===== src/fpc_pkg.sv =====
// constants, field layout and mode codes for the fast pulse counter
package fpc_pkg;
  // ----------------------------------------
  // timing
  // ----------------------------------------
  localparam int CLK_NS      = 40;
  localparam int TICK_NS     = 1000;
  localparam int TICK_CYC    = (TICK_NS + CLK_NS - 1) / CLK_NS;
  localparam int FREQ_WIN_MS = 1000;
  localparam int FREQ_WIN_CYC =
    int'((64'(FREQ_WIN_MS) * 64'd1000000) / 64'(CLK_NS));
  // ----------------------------------------
  // register byte offsets within one counter
  // ----------------------------------------
  localparam logic [4:0] OFS_CTRL    = 5'h00;
  localparam logic [4:0] OFS_TRIG    = 5'h04;
  localparam logic [4:0] OFS_PRELOAD = 5'h08;
  localparam logic [4:0] OFS_ACC     = 5'h0C;
  localparam logic [4:0] OFS_LATCH   = 5'h10;
  localparam int         CH_SEL_BIT  = 5;
  // ----------------------------------------
  // control register fields
  // ----------------------------------------
  localparam int CTRL_MODE_LSB = 0;
  localparam int CTRL_SUB      = 4;
  localparam int CTRL_IN1_LSB  = 5;
  localparam int CTRL_IN2_LSB  = 7;
  localparam int CTRL_IN2_EN   = 9;
  localparam int CTRL_LREL     = 10;
  localparam int CTRL_SOFT     = 11;
  // ----------------------------------------
  // trigger fields: six bits per special function
  // ----------------------------------------
  localparam int TRG_W       = 6;
  localparam int TRG_POL_LSB = 0;
  localparam int TRG_SRC_LSB = 2;
  localparam int TRG_EN      = 5;
  localparam int TRG_N       = 5;
  localparam int TRG_DIS     = 0;
  localparam int TRG_CLR     = 1;
  localparam int TRG_PRE     = 2;
  localparam int TRG_LAT     = 3;
  localparam int TRG_MRK     = 4;
  localparam logic [2:0] SRC_SOFT = 3'h4;
  localparam logic [31:0] RST_WORD = 32'h00000000;
  // ----------------------------------------
  // types
  // ----------------------------------------
  typedef enum logic [3:0] {
    FPC_TIMER  = 4'h0, FPC_UP     = 4'h1, FPC_DOWN   = 4'h2,
    FPC_UPDN   = 4'h3, FPC_CLKDIR = 4'h4, FPC_FREQ   = 4'h5,
    FPC_WIDTH  = 4'h6, FPC_PERIOD = 4'h7, FPC_QUAD   = 4'h8
  } fpc_mode_e;
  typedef enum logic [1:0] {
    FPC_HIGH = 2'h0, FPC_LOW = 2'h1, FPC_FALL = 2'h2, FPC_RISE = 2'h3
  } fpc_pol_e;
endpackage


===== src/fpc_if.sv =====
// carriers between the counter top and its helper units
`timescale 1ns/100ps
interface fpc_trig_if;
  logic       sig;
  logic       en;
  logic [1:0] pol;
  logic       fire;
  logic       act_on;
  logic       act_off;
  modport unit (input sig, en, pol, output fire, act_on, act_off);
  modport user (output sig, en, pol, input fire, act_on, act_off);
endinterface

interface fpc_quad_if;
  logic a;
  logic b;
  logic up;
  logic dn;
  modport unit (input a, b, output up, dn);
  modport user (output a, b, input up, dn);
endinterface


===== src/fpc_quad.sv =====
// quadrature step decoder, one step on every edge of either input
`timescale 1ns/100ps
module fpc_quad (
  input  wire logic   clk_in,
  input  wire logic   rst_in,
  fpc_quad_if.unit    q
);
  logic [1:0] ab_reg;
  logic [1:0] ab_next;
  logic       ar, af, br, bf;

  always_comb begin
    ab_next = {q.a, q.b};
    ar   = q.a & ~ab_reg[1];
    af   = ~q.a & ab_reg[1];
    br   = q.b & ~ab_reg[0];
    bf   = ~q.b & ab_reg[0];
    // a leading b counts up
    q.up = (ar & ~q.b) | (br & q.a) | (af & q.b) | (bf & ~q.a);
    q.dn = (br & ~q.a) | (ar & q.b) | (bf & q.a) | (af & ~q.b);
  end

  always_ff @(posedge clk_in or posedge rst_in) begin
    if (rst_in) begin
      ab_reg <= 2'h0;
    end else begin
      ab_reg <= ab_next;
    end
  end
endmodule


===== src/fpc_top.sv =====
// two-channel fast pulse counter with special functions
// Function
// - Offer timer, frequency, totalize, width or period, quadrature functions.
// - Keep an accumulator with the running count of input events.
// - Clear zeroes the accumulator; not in frequency or period. The code also ignores it in width.
// - While disable is asserted, input events do not change the count.
// - Preload loads the configured value; not in frequency or period. The code also ignores it in width.
// - Latch strobe captures; output moves at once or on release.
// - Latched output holds until the strobe becomes active again.
// - Each special function triggers on high, low, falling or rising.
// - Accept a marker input as a reference position.
// - Totalizer sums input cycles into the accumulator.
// - Two counters share four fast inputs; some modes use two.
// - Quadrature counts every edge of both inputs, direction by lead.
//
// Added by the designer: the address-and-strobe port and the placing of the registers.
`timescale 1ns/100ps
module fpc_top #(
  parameter int FREQ_WIN_CYC = fpc_pkg::FREQ_WIN_CYC
) (
  input  wire logic        clk_in,
  input  wire logic        rst_in,
  input  wire logic [3:0]  pulse_in,
  input  wire logic [7:0]  addr_in,
  input  wire logic [31:0] wdata_in,
  input  wire logic        wr_in,
  input  wire logic        rd_in,
  output logic      [31:0] rdata_out
);
  localparam int NCH = 2;

  // ----------------------------------------
  // shared time base and input history
  // ----------------------------------------
  logic [3:0]  prev_reg;
  logic [3:0]  prev_next;
  logic [4:0]  us_reg;
  logic [4:0]  us_next;
  logic [31:0] win_reg;
  logic [31:0] win_next;
  logic        us_tick;
  logic        win_tick;
  logic [3:0]  rise;
  logic [3:0]  fall;

  always_comb begin
    prev_next = pulse_in;
    rise      = pulse_in & ~prev_reg;
    fall      = ~pulse_in & prev_reg;
    us_tick   = (us_reg == 5'(fpc_pkg::TICK_CYC - 1));
    us_next   = us_tick ? 5'h00 : us_reg + 5'h01;
    win_tick  = (win_reg == 32'(FREQ_WIN_CYC - 1));
    win_next  = win_tick ? 32'h00000000 : win_reg + 32'h00000001;
  end

  always_ff @(posedge clk_in or posedge rst_in) begin
    if (rst_in) begin
      prev_reg <= 4'h0;
      us_reg   <= 5'h00;
      win_reg  <= 32'h00000000;
    end else begin
      prev_reg <= prev_next;
      us_reg   <= us_next;
      win_reg  <= win_next;
    end
  end

  // ----------------------------------------
  // register bus
  // ----------------------------------------
  logic [31:0] ctrl_reg    [NCH];
  logic [31:0] trig_reg    [NCH];
  logic [31:0] preload_reg [NCH];
  logic [31:0] acc_reg     [NCH];
  logic [31:0] latch_reg   [NCH];
  logic [31:0] rdata_reg;
  logic [31:0] rdata_next;
  logic        rch;
  logic [4:0]  rofs;

  always_comb begin
    rch        = addr_in[fpc_pkg::CH_SEL_BIT];
    rofs       = addr_in[4:0];
    rdata_next = 32'h00000000;
    // read data stand one cycle only; unmapped reads give zero
    if (rd_in && (addr_in[7:6] == 2'h0)) begin
      case (rofs)
        fpc_pkg::OFS_CTRL:    rdata_next = ctrl_reg[rch];
        fpc_pkg::OFS_TRIG:    rdata_next = trig_reg[rch];
        fpc_pkg::OFS_PRELOAD: rdata_next = preload_reg[rch];
        fpc_pkg::OFS_ACC:     rdata_next = acc_reg[rch];
        fpc_pkg::OFS_LATCH:   rdata_next = latch_reg[rch];
        default:              rdata_next = 32'h00000000;
      endcase
    end
  end

  always_ff @(posedge clk_in or posedge rst_in) begin
    if (rst_in) begin
      rdata_reg <= fpc_pkg::RST_WORD;
    end else begin
      rdata_reg <= rdata_next;
    end
  end

  assign rdata_out = rdata_reg;

  // ----------------------------------------
  // counter channels
  // ----------------------------------------
  for (genvar c = 0; c < NCH; c++) begin : g_ch
    fpc_trig_if tif[fpc_pkg::TRG_N] ();
    fpc_quad_if qif ();

    logic [31:0] ctrl_next;
    logic [31:0] trig_next;
    logic [31:0] preload_next;
    logic [31:0] acc_next;
    logic [31:0] latch_next;
    logic [31:0] held_reg;
    logic [31:0] held_next;
    logic [31:0] meas_reg;
    logic [31:0] meas_next;
    logic        wsel;
    logic [3:0]  mode;
    logic        sub;
    logic [1:0]  in1;
    logic [1:0]  in2;
    logic        lvl1;
    logic        lvl2;
    logic        r1;
    logic        f1;
    logic        r2;
    logic        step_up;
    logic        step_dn;
    logic        dis;
    logic        clr_hit;
    logic        pre_hit;
    logic        mrk_hit;
    logic        meas_mode;

    // one helper per special function, fed from an assigned input
    for (genvar k = 0; k < fpc_pkg::TRG_N; k++) begin : g_trg
      logic [2:0] src;
      assign src = trig_reg[c][k*fpc_pkg::TRG_W+fpc_pkg::TRG_SRC_LSB +: 3];
      assign tif[k].sig = (src == fpc_pkg::SRC_SOFT) ?
                          ctrl_reg[c][fpc_pkg::CTRL_SOFT] :
                          pulse_in[src[1:0]];
      assign tif[k].en  = trig_reg[c][k*fpc_pkg::TRG_W+fpc_pkg::TRG_EN] &
                          (src <= fpc_pkg::SRC_SOFT);
      assign tif[k].pol = trig_reg[c][k*fpc_pkg::TRG_W+fpc_pkg::TRG_POL_LSB +: 2];
      fpc_trig u_trig (
        .clk_in (clk_in),
        .rst_in (rst_in),
        .t      (tif[k])
      );
    end

    fpc_quad u_quad (
      .clk_in (clk_in),
      .rst_in (rst_in),
      .q      (qif)
    );

    // register writes
    always_comb begin
      wsel = wr_in && (addr_in[7:6] == 2'h0) &&
             (addr_in[fpc_pkg::CH_SEL_BIT] == 1'(c));
      ctrl_next    = ctrl_reg[c];
      trig_next    = trig_reg[c];
      preload_next = preload_reg[c];
      if (wsel) begin
        case (addr_in[4:0])
          fpc_pkg::OFS_CTRL:    ctrl_next    = wdata_in;
          fpc_pkg::OFS_TRIG:    trig_next    = wdata_in;
          fpc_pkg::OFS_PRELOAD: preload_next = wdata_in;
          default:              ctrl_next    = ctrl_reg[c];
        endcase
      end
    end

    // input selection and stepping
    always_comb begin
      mode    = ctrl_reg[c][fpc_pkg::CTRL_MODE_LSB +: 4];
      sub     = ctrl_reg[c][fpc_pkg::CTRL_SUB];
      in1     = ctrl_reg[c][fpc_pkg::CTRL_IN1_LSB +: 2];
      in2     = ctrl_reg[c][fpc_pkg::CTRL_IN2_LSB +: 2];
      lvl1    = pulse_in[in1];
      lvl2    = pulse_in[in2];
      r1      = rise[in1];
      f1      = fall[in1];
      r2      = rise[in2] & ctrl_reg[c][fpc_pkg::CTRL_IN2_EN];
      qif.a   = lvl1;
      qif.b   = lvl2;
      step_up = 1'b0;
      step_dn = 1'b0;
      case (mode)
        fpc_pkg::FPC_TIMER: begin
          step_up = us_tick;
        end
        fpc_pkg::FPC_UP: begin
          step_up = r1 | r2;
        end
        fpc_pkg::FPC_DOWN: begin
          step_dn = r1 | r2;
        end
        fpc_pkg::FPC_UPDN: begin
          step_up = r1;
          step_dn = r2;
        end
        fpc_pkg::FPC_CLKDIR: begin
          step_up = r1 & ~lvl2;
          step_dn = r1 & lvl2;
        end
        fpc_pkg::FPC_QUAD: begin
          // sub selects counting down when input 1 leads
          step_up = sub ? qif.dn : qif.up;
          step_dn = sub ? qif.up : qif.dn;
        end
        default: begin
          step_up = 1'b0;
        end
      endcase
    end

    // special function qualification
    always_comb begin
      meas_mode = (mode == fpc_pkg::FPC_FREQ) ||
                  (mode == fpc_pkg::FPC_WIDTH) ||
                  (mode == fpc_pkg::FPC_PERIOD);
      dis     = tif[fpc_pkg::TRG_DIS].fire;
      clr_hit = tif[fpc_pkg::TRG_CLR].fire &
                (mode != fpc_pkg::FPC_FREQ) &&
                (mode != fpc_pkg::FPC_PERIOD);
      pre_hit = tif[fpc_pkg::TRG_PRE].fire &
                (mode != fpc_pkg::FPC_FREQ) &&
                (mode != fpc_pkg::FPC_PERIOD);
      mrk_hit = tif[fpc_pkg::TRG_MRK].fire &
                (mode == fpc_pkg::FPC_QUAD);
    end

    // accumulator, measurement and latch
    always_comb begin
      acc_next   = acc_reg[c];
      meas_next  = meas_reg;
      held_next  = held_reg;
      latch_next = latch_reg[c];
      if (meas_mode) begin
        if (!dis) begin
          case (mode)
            fpc_pkg::FPC_FREQ: begin
              // edges in a one-second window give hertz
              if (win_tick) begin
                acc_next  = meas_reg;
                meas_next = {31'h00000000, r1};
              end else if (r1) begin
                meas_next = meas_reg + 32'h00000001;
              end
            end
            fpc_pkg::FPC_WIDTH: begin
              // sub measures the low phase instead of the high one
              if (sub ? r1 : f1) begin
                acc_next  = meas_reg;
                meas_next = 32'h00000000;
              end else if ((sub ? ~lvl1 : lvl1) && us_tick) begin
                meas_next = meas_reg + 32'h00000001;
              end
            end
            fpc_pkg::FPC_PERIOD: begin
              // sub starts each period on the falling edge
              if (sub ? f1 : r1) begin
                acc_next  = meas_reg;
                meas_next = 32'h00000000;
              end else if (us_tick) begin
                meas_next = meas_reg + 32'h00000001;
              end
            end
            default: begin
              meas_next = meas_reg;
            end
          endcase
        end
      end else if (clr_hit || mrk_hit) begin
        acc_next = 32'h00000000;
      end else if (pre_hit) begin
        acc_next = preload_reg[c];
      end else if (!dis) begin
        // opposite steps in one cycle cancel
        if (step_up && !step_dn) begin
          acc_next = acc_reg[c] + 32'h00000001;
        end else if (step_dn && !step_up) begin
          acc_next = acc_reg[c] - 32'h00000001;
        end
      end
      // when disabled the value stays unless clear, marker or preload hits
      if (tif[fpc_pkg::TRG_LAT].act_on) begin
        held_next = acc_reg[c];
        if (!ctrl_reg[c][fpc_pkg::CTRL_LREL]) begin
          latch_next = acc_reg[c];
        end
      end else if (tif[fpc_pkg::TRG_LAT].act_off &&
                   ctrl_reg[c][fpc_pkg::CTRL_LREL]) begin
        latch_next = held_reg;
      end
    end

    always_ff @(posedge clk_in or posedge rst_in) begin
      if (rst_in) begin
        ctrl_reg[c]    <= fpc_pkg::RST_WORD;
        trig_reg[c]    <= fpc_pkg::RST_WORD;
        preload_reg[c] <= fpc_pkg::RST_WORD;
        acc_reg[c]     <= fpc_pkg::RST_WORD;
        latch_reg[c]   <= fpc_pkg::RST_WORD;
        held_reg       <= fpc_pkg::RST_WORD;
        meas_reg       <= fpc_pkg::RST_WORD;
      end else begin
        ctrl_reg[c]    <= ctrl_next;
        trig_reg[c]    <= trig_next;
        preload_reg[c] <= preload_next;
        acc_reg[c]     <= acc_next;
        latch_reg[c]   <= latch_next;
        held_reg       <= held_next;
        meas_reg       <= meas_next;
      end
    end
  end
endmodule


===== src/fpc_trig.sv =====
// trigger condition of one special function
`timescale 1ns/100ps
module fpc_trig (
  input  wire logic   clk_in,
  input  wire logic   rst_in,
  fpc_trig_if.unit    t
);
  logic lvl;
  logic lvl_reg;
  logic lvl_next;

  // high and rising are active while high, low and falling while low
  always_comb begin
    lvl = t.en & ((t.pol == fpc_pkg::FPC_HIGH) ||
                  (t.pol == fpc_pkg::FPC_RISE) ? t.sig : ~t.sig);
    lvl_next  = lvl;
    t.act_on  = lvl & ~lvl_reg;
    t.act_off = ~lvl & lvl_reg;
    // level polarities fire every cycle, edge polarities once
    t.fire    = (t.pol == fpc_pkg::FPC_HIGH) ||
                (t.pol == fpc_pkg::FPC_LOW) ? lvl : t.act_on;
  end

  always_ff @(posedge clk_in or posedge rst_in) begin
    if (rst_in) begin
      lvl_reg <= 1'b0;
    end else begin
      lvl_reg <= lvl_next;
    end
  end
endmodule


===== config.mk =====
export PLATFORM = sky130hd
export DESIGN_NAME = fpc_top
export DESIGN_NICKNAME = d
export VERILOG_FILES = /design/src/fpc_pkg.sv /design/src/fpc_if.sv /design/src/fpc_quad.sv /design/src/fpc_top.sv /design/src/fpc_trig.sv
export SDC_FILE = /design/constraint.sdc
export NUM_CORES = 1
export LEC_CHECK = 0
export BUFFER_PORTS_ARGS = -buffer_cell sky130_fd_sc_hd__buf_2
export CAP_MARGIN = 20
export CORE_MARGIN = 4
export CORE_UTILIZATION = 61
export DETAILED_ROUTE_END_ITERATION = 8
export GPL_TIMING_DRIVEN = 0
export PLACE_DENSITY = 0.82
export SYNTH_ARGS = -nofsm -noshare
export SYNTH_HDL_FRONTEND = slang
export SYNTH_SLANG_ARGS = --single-unit

===== constraint.sdc =====
create_clock -name clk_in -period 21.2 [get_ports clk_in]
set_clock_uncertainty 0.2 [all_clocks]
set_input_delay 2.12 -clock clk_in [delete_from_list [all_inputs] [get_ports clk_in]]
set_output_delay 2.12 -clock clk_in [all_outputs]
set_load 0.005 [all_outputs]

# == Word-level counts from Yosys, hierarchy flattened ==
# Index checks and enable logic that the tools add are counted.
# word_totals
elab_cells,476
mem_bits_ro,0
regBits,535
latch_bits,0
ramBits,0
n_memories,0
inputBits,48
output_inout_bits,32
# op_classes
n_mul,0
div,0
n_shift,0
addsub,8
muxes,143
n_reduce_logical,76
order_cmp,25
bitwise,120
eq_ne,74
# op_table
cell,count
$mux W32,55
$pmux W32 S3,4
$add A32 B1 Y32 const B,5
$pmux W32 S5,1
$and A1 B1 Y1,68
$sub A32 B1 Y32 const B,2
$mux W1,58
$lt A2 B3 Y1 const B,14
$bmux W1 S2,20
$not A1 Y1,33
$eq A32 B25 Y1 const B,1
$eq A4 B3 Y1 const B,8
$eq A3 B3 Y1 const B,10
$le A3 B3 Y1 const B,10
$logic_or A1 B1 Y1,24
$logic_not A2 Y1,11
$eq A2 B2 Y1 const B,10
$ne A3 B2 Y1 const B,6
$eq A2 B1 Y1 const B,8
$eq A4 B2 Y1 const B,4
$logic_and A1 B1 Y1,16
$ne A4 B3 Y1 const B,4
$reduce_and A2 Y1,8
$or A1 B1 Y1,14
other kinds (25),52

# == Logic depth before layout (Yosys ltp) ==
# depth
depth_word,17
depth_mapped,21

# == Hierarchy ==
# From an unflattened synthesis, not the netlist that was laid out.
# unflattened
hier_cells,2704
area_unflattened_um2,29513.3
# by_module_without_submodules
mod,cells_each,seq_area_each_um2,instances,area_per_inst_um2
fpc_top,2550,13037.5,1,28157.0
fpc_trig,13,25.0,10,113.9
fpc_quad,12,50.0,2,108.9

# == Least setup slack after synthesis ==
# No wires, ideal clock.
# synth_timing
kind,in2reg
startpoint,in pulse_in[3]
endpoint,reg acc_reg[63] in the netlist's numbering
slack_ns,13.905
arrival_ns,6.969
path_buffers,1
stages,19
required_ns,20.874
cell_sequence,mux4_2 -> buf_2 -> clkinv_1 -> a21oi_1 -> mux4_2 -> o22ai_1 -> nor2b_1 -> inv_1 -> ha_1 -> o21ai_0 -> o21a_1 -> o31ai_4 -> a41oi_1 -> or4_1 -> a211oi_2 -> nor3_1 -> or3b_1 -> a31oi_1 -> o21ai_1
# synth_via
elab_chain_len,16
word_cells_on_any_way,96
# synth_lines
item,line,rtl
"start, declared",fpc_top.sv:23,"input wire logic [3:0] pulse_in,"
$bmux W1 S2 (*),fpc_top.sv:188,lvl1 = pulse_in[in1];
$mux W1 (not written as such) (*),fpc_top.sv:188,
net g_ch[0].lvl1,fpc_top.sv:129,logic lvl1;
$and A1 B1 Y1 / $not A1 Y1 (equally long branches),--,
"$and A1 B1 Y1, on equally long branches","fpc_quad.sv:20, fpc_quad.sv:15, fpc_quad.sv:19",
"$or A1 B1 Y1, or another cell as far along",fpc_quad.sv:20,q.dn = (br & ~q.a) | (ar & q.b) | (bf & q.a) | (af & ~q.b);
"$or A1 B1 Y1, on equally long branches (2 in a row)","fpc_quad.sv:20, fpc_quad.sv:19",
$mux W1,fpc_top.sv:218,step_dn = sub ? qif.up : qif.dn;
$pmux W1 S4,fpc_top.sv:197,case (mode)
$logic_not A1 Y1,fpc_top.sv:289,if (step_up && !step_dn) begin
$logic_and A1 B1 Y1,fpc_top.sv:289,
$mux W32,fpc_top.sv:289,
$mux W32,fpc_top.sv:287,end else if (!dis) begin
$mux W32,fpc_top.sv:285,end else if (pre_hit) begin
$mux W32,fpc_top.sv:283,end else if (clr_hit || mrk_hit) begin
$mux W32,fpc_top.sv:248,if (meas_mode) begin
"end signal, assigned by index",fpc_top.sv:312,acc_reg[c] <= fpc_pkg::RST_WORD;
"end signal, assigned by index",fpc_top.sv:320,acc_reg[c] <= acc_next;
"end, declared",fpc_top.sv:74,logic [31:0] acc_reg [NCH];
# Mark *: on every way through the listed nets, which the timed path passes. The rest lies on a longest branch. The select of a mux whose other input is x is not followed.
# A chain may end at the register's enable or synchronous reset.

# == Final worst setup path ==
# layout_timing
startpoint,in pulse_in[0]
endpoint,reg acc_reg[27] in the netlist's numbering
# layout_via
elab_chain_len,16
word_cells_on_any_way,96
# layout_lines
item,line
$bmux W1 S2 (*),fpc_top.sv:188
$mux W1 (not written as such) (*),fpc_top.sv:188
net g_ch[1].lvl1,fpc_top.sv:129
$and A1 B1 Y1 / $not A1 Y1 (equally long branches),--
"$and A1 B1 Y1, on equally long branches","fpc_quad.sv:20, fpc_quad.sv:15, fpc_quad.sv:19"
"$or A1 B1 Y1, or another cell as far along",fpc_quad.sv:20
"$or A1 B1 Y1, on equally long branches (2 in a row)","fpc_quad.sv:20, fpc_quad.sv:19"
$mux W1,fpc_top.sv:218
$pmux W1 S4,fpc_top.sv:197
$logic_not A1 Y1,fpc_top.sv:289
$logic_and A1 B1 Y1,fpc_top.sv:289
$mux W32,fpc_top.sv:289
$mux W32,fpc_top.sv:287
$mux W32,fpc_top.sv:285
$mux W32,fpc_top.sv:283
$mux W32,fpc_top.sv:248
# Marks and branches as above.

==> summary.txt <==
Status
  – Status: completed

Clocking
  – Worst-path clk slew: about 0.06 ns
  – Clock sinks: about 540
  – CTS Root Cell: clkbuf_16
  – CTS tree: yes
  – Clock latency on the worst-skew pair: approximately 0.64 ns
  – # resized after CTS: 0
  – CTS Hold Bufs: 0
  – CTS buffer count: 55
  – Htree depth: 2
  – Maximum root-to-sink buffer count: 3
  – Post-CTS Setup Repair Bufs: 0

Logic synthesis
  – Cells after Synth: about 2.7k
  – FF+latch count, synth: between 500 and 600
  – Main synth FF type: dfrtp_1
  – Area leader, netlist: dfrtp_1
  – Synth Area per Inst: ~11 µm²
  – Post-synth EDFFs: 0
  – Synth top area cells: dfrtp_1 46%, mux2_2 12%, ha_1 4.1%
  – Yosys top cell area share: 46.4%
  – Post-Syn Area: about 29000 µm²
  – Synth warnings: 0
  – Asr flop ratio synth: 100%
  – Post-synth cell types: 88
  – Seq/Total Area, Yosys: between 40% and 50%
  – Syn Nets: 2881

Final layout
  – Register Area: between 10000 and 15000 µm²
  – # fillers: about 3.5k
  – Ant. Diodes: 0
  – Multi-input combinational cell area: roughly 15000 µm²
  – Commonest cells after routing, fill and taps aside: 535 x dfrtp_1, 310 x mux2_2, 227 x nand2_1, 221 x nor2_1, 145 x a21oi_1
  – Share of cells above drive strength 1: 19.5%
  – Nets: ~3k
  – Commonest non-fill, non-tap cell in the layout: dfrtp_1
  – Core Util, Final: 68.5%
  – Post-route insts no fill: approximately 3.5k
  – Synth-to-Final Area Change: 10.8%

Global routing
  – Largest net degree at the start of global routing: roughly 140
  – GRT Overall Usage: ~34%
  – Vias in the first global route: around 24k
  – Total grt overflow: 0
  – First-pass GRT wire length: between 100000 and 150000 µm
  – Antenna violations before repair: 3

Power
  – Leak: approximately 15 nW
  – Peak VDD IR: 0.0951 mV
  – Pwr per Cell Area: approximately 110 nW/µm²

Timing
  – Fin crit period: between 8 and 9 ns
  – Final worst-path cycle share: 38.1%
  – Setup TNS: 0 ns
  – Worst slew margin: between 30% and 40%
  – Fmax: roughly 0.12 GHz
  – Max Slew Vio Count: 0
  – RSZ-0062 raised after global routing: false
  – Final Hold Violating Endpoints: 0
  – Worst slew pin tran: 1.03 ns
  – Fin worst setup slack: 13.12 ns
  – Final setup viols: 0

Job
  – Max cap viols: 0

Die
  – Die Footprint: around 50000 µm²
  – Die Height: 225 µm
  – Top-level port count: 80
  – Core area: between 40000 and 50000 µm²
  – Initial Utilization: between 60% and 70%
  – Row count: 79
  – Die extent in x: between 200 and 250 µm

Worst setup path
  – Arrival @ worst endpoint: 8.39 ns
  – Max stage delay cell, worst path: or2_2
  – Max incr delay on CP: 0.80 ns
  – Critical path cell sequence: buf_2 > buf_2 > mux4_2 > clkinv_1 > o21ai_0 > a21oi_1 > o221a_2 > o21ai_0 > or2_2 > ha_1 > a211oi_1 > o211ai_1 > a221o_1 > o31ai_2 > a21oi_1 > a2111oi_2 > o21ai_0 > xor2_1 > a222oi_1 > a21oi_1
  – CP Data Required Time: ~22 ns
  – Worst R2R Setup Slack: 14.62 ns
  – Critical path endpoint category: flip-flop
  – CP startpoint kind: input port
  – CP Max Fanout: 39
  – Setup CP Type: input port to flip-flop

Detailed routing
  – Final WL: 87100 µm
  – DR DRC count: 0
  – Total number of vias: ~24k
  – Vias per cell: 6.76
  – Wirelength per Cell: 24.7 µm
  – Detail Route Antenna Nets: 0
  – DRT Pass-1 Iters: 6
  – DR iter-0 viols: 2883

Min path
  – Worst min path class: flip-flop to flip-flop

Placement
  – Post-DP HPWL: 63600 µm
  – Placed cell count: 3427
  – PortBufs: roughly 80
  – GPL Wtd Cong: 1.00
  – Dpl ws: 12.69 ns
==> per-stage QoR <==
step / area, µm² / hold slack (ns) / total power [W]
floorplan: 28800 / 0.243 / 0.00211
global placement: 30000 / 0.258 / 0.00234
detailed placement: 30100 / 0.274 / 0.00240
CTS: 32000 / 0.282 / 0.00339
global route: 32000 / 0.296 / 0.00359
finish: 32000 / 0.283 / 0.00341
==> per-layer routing <==
metal	vias to the layer above	global-route usage, %	share of wire, %	routed length (µm)
li1	10200	-	-	-
met1	12000	48.3	40	35200
met2	1378	50.7	45	38800
met3	229	8.08	11	9680
met4	6	13.6	3.8	3350
met5	-	0	0.044	38
==> synthesized netlist by cell type, types with 12 or more instances <==
master,count
a221oi_1,34
buf_1,22
a222oi_1,17
xor2_1,87
nor3_1,23
mux4_2,21
nor2_1,221
or3_1,12
nand2b_1,19
xnor2_1,57
mux2i_1,42
nand3_1,88
inv_1,48
a21o_1,31
ha_1,95
o21ai_0,132
dfrtp_1,535
nand2_1,227
a22oi_1,133
mux2_2,310
o21ai_1,22
buf_2,15
a21oi_1,145
nor2b_1,24
clkbuf_1,103
a31oi_1,18
nand4_1,22
and3_1,46
and2_1,16
==> area by class of cell <==
| class | instances | area share [%] |
|---|---|---|
| multi-input combinational | 2004 | 45.9 |
| sequential | 535 | 41.9 |
| clock buffer | 72 | 4.85 |
| tap | 607 | 2.38 |
| buffer | 147 | 1.90 |
| timing repair buffer | 84 | 1.67 |
| clock inverter | 28 | 0.842 |
| inverter | 50 | 0.611 |
==> report_power, final <==
group | internal, W | total, W | switching, W
clock | 0.000553 | 0.000986 | 0.000432
sequential | 0.00113 | 0.00126 | 0.000127
combinational | 0.000508 | 0.00117 | 0.000659
==> worst max-delay path, delay by kind of cell <==
kind / cells / cell delay, ns
adder cells (fa/ha/maj): 1 / 0.39
multiplexers: 1 / 0.41
AND/OR/NAND/NOR: 1 / 0.80
AO/OA/AOI/OAI: 13 / 3.63
buffers and inverters: 3 / 0.83
XOR/XNOR: 1 / 0.18
==> final timing paths <==
| path | start | to | cells past startpoint |
|---|---|---|---|
| worst max-delay path | pulse_in[0] | acc_reg[27] | 20 |
| worst min-delay path | win_reg[31] | win_reg[31] | 1 |
| worst max register to register | ctrl_reg[7] | acc_reg[27] | 18 |
| worst min register to register | win_reg[31] | win_reg[31] | 1 |
| max in group asynchronous | rst_in | win_reg[30] | 5 |
| min in group asynchronous | rst_in | g_ch[1].meas_reg[24] | 2 |
==> cell families (layout without fill, tap and decap cells) <==
group                      Yosys count  in the layout  synth area share, %
and+or+nand+nor                    753            753                 12.3
muxes                              374            374                 15.2
adders and majority gates           97             97                 4.26
buffers and inverters              197            381                 2.76
AOI/OAI and AO/OA                  636            636                 14.7
xor gates and xnor gates           144            144                 4.37
DFF                                535            535                 46.4
(Power assumes the default switching activity.)
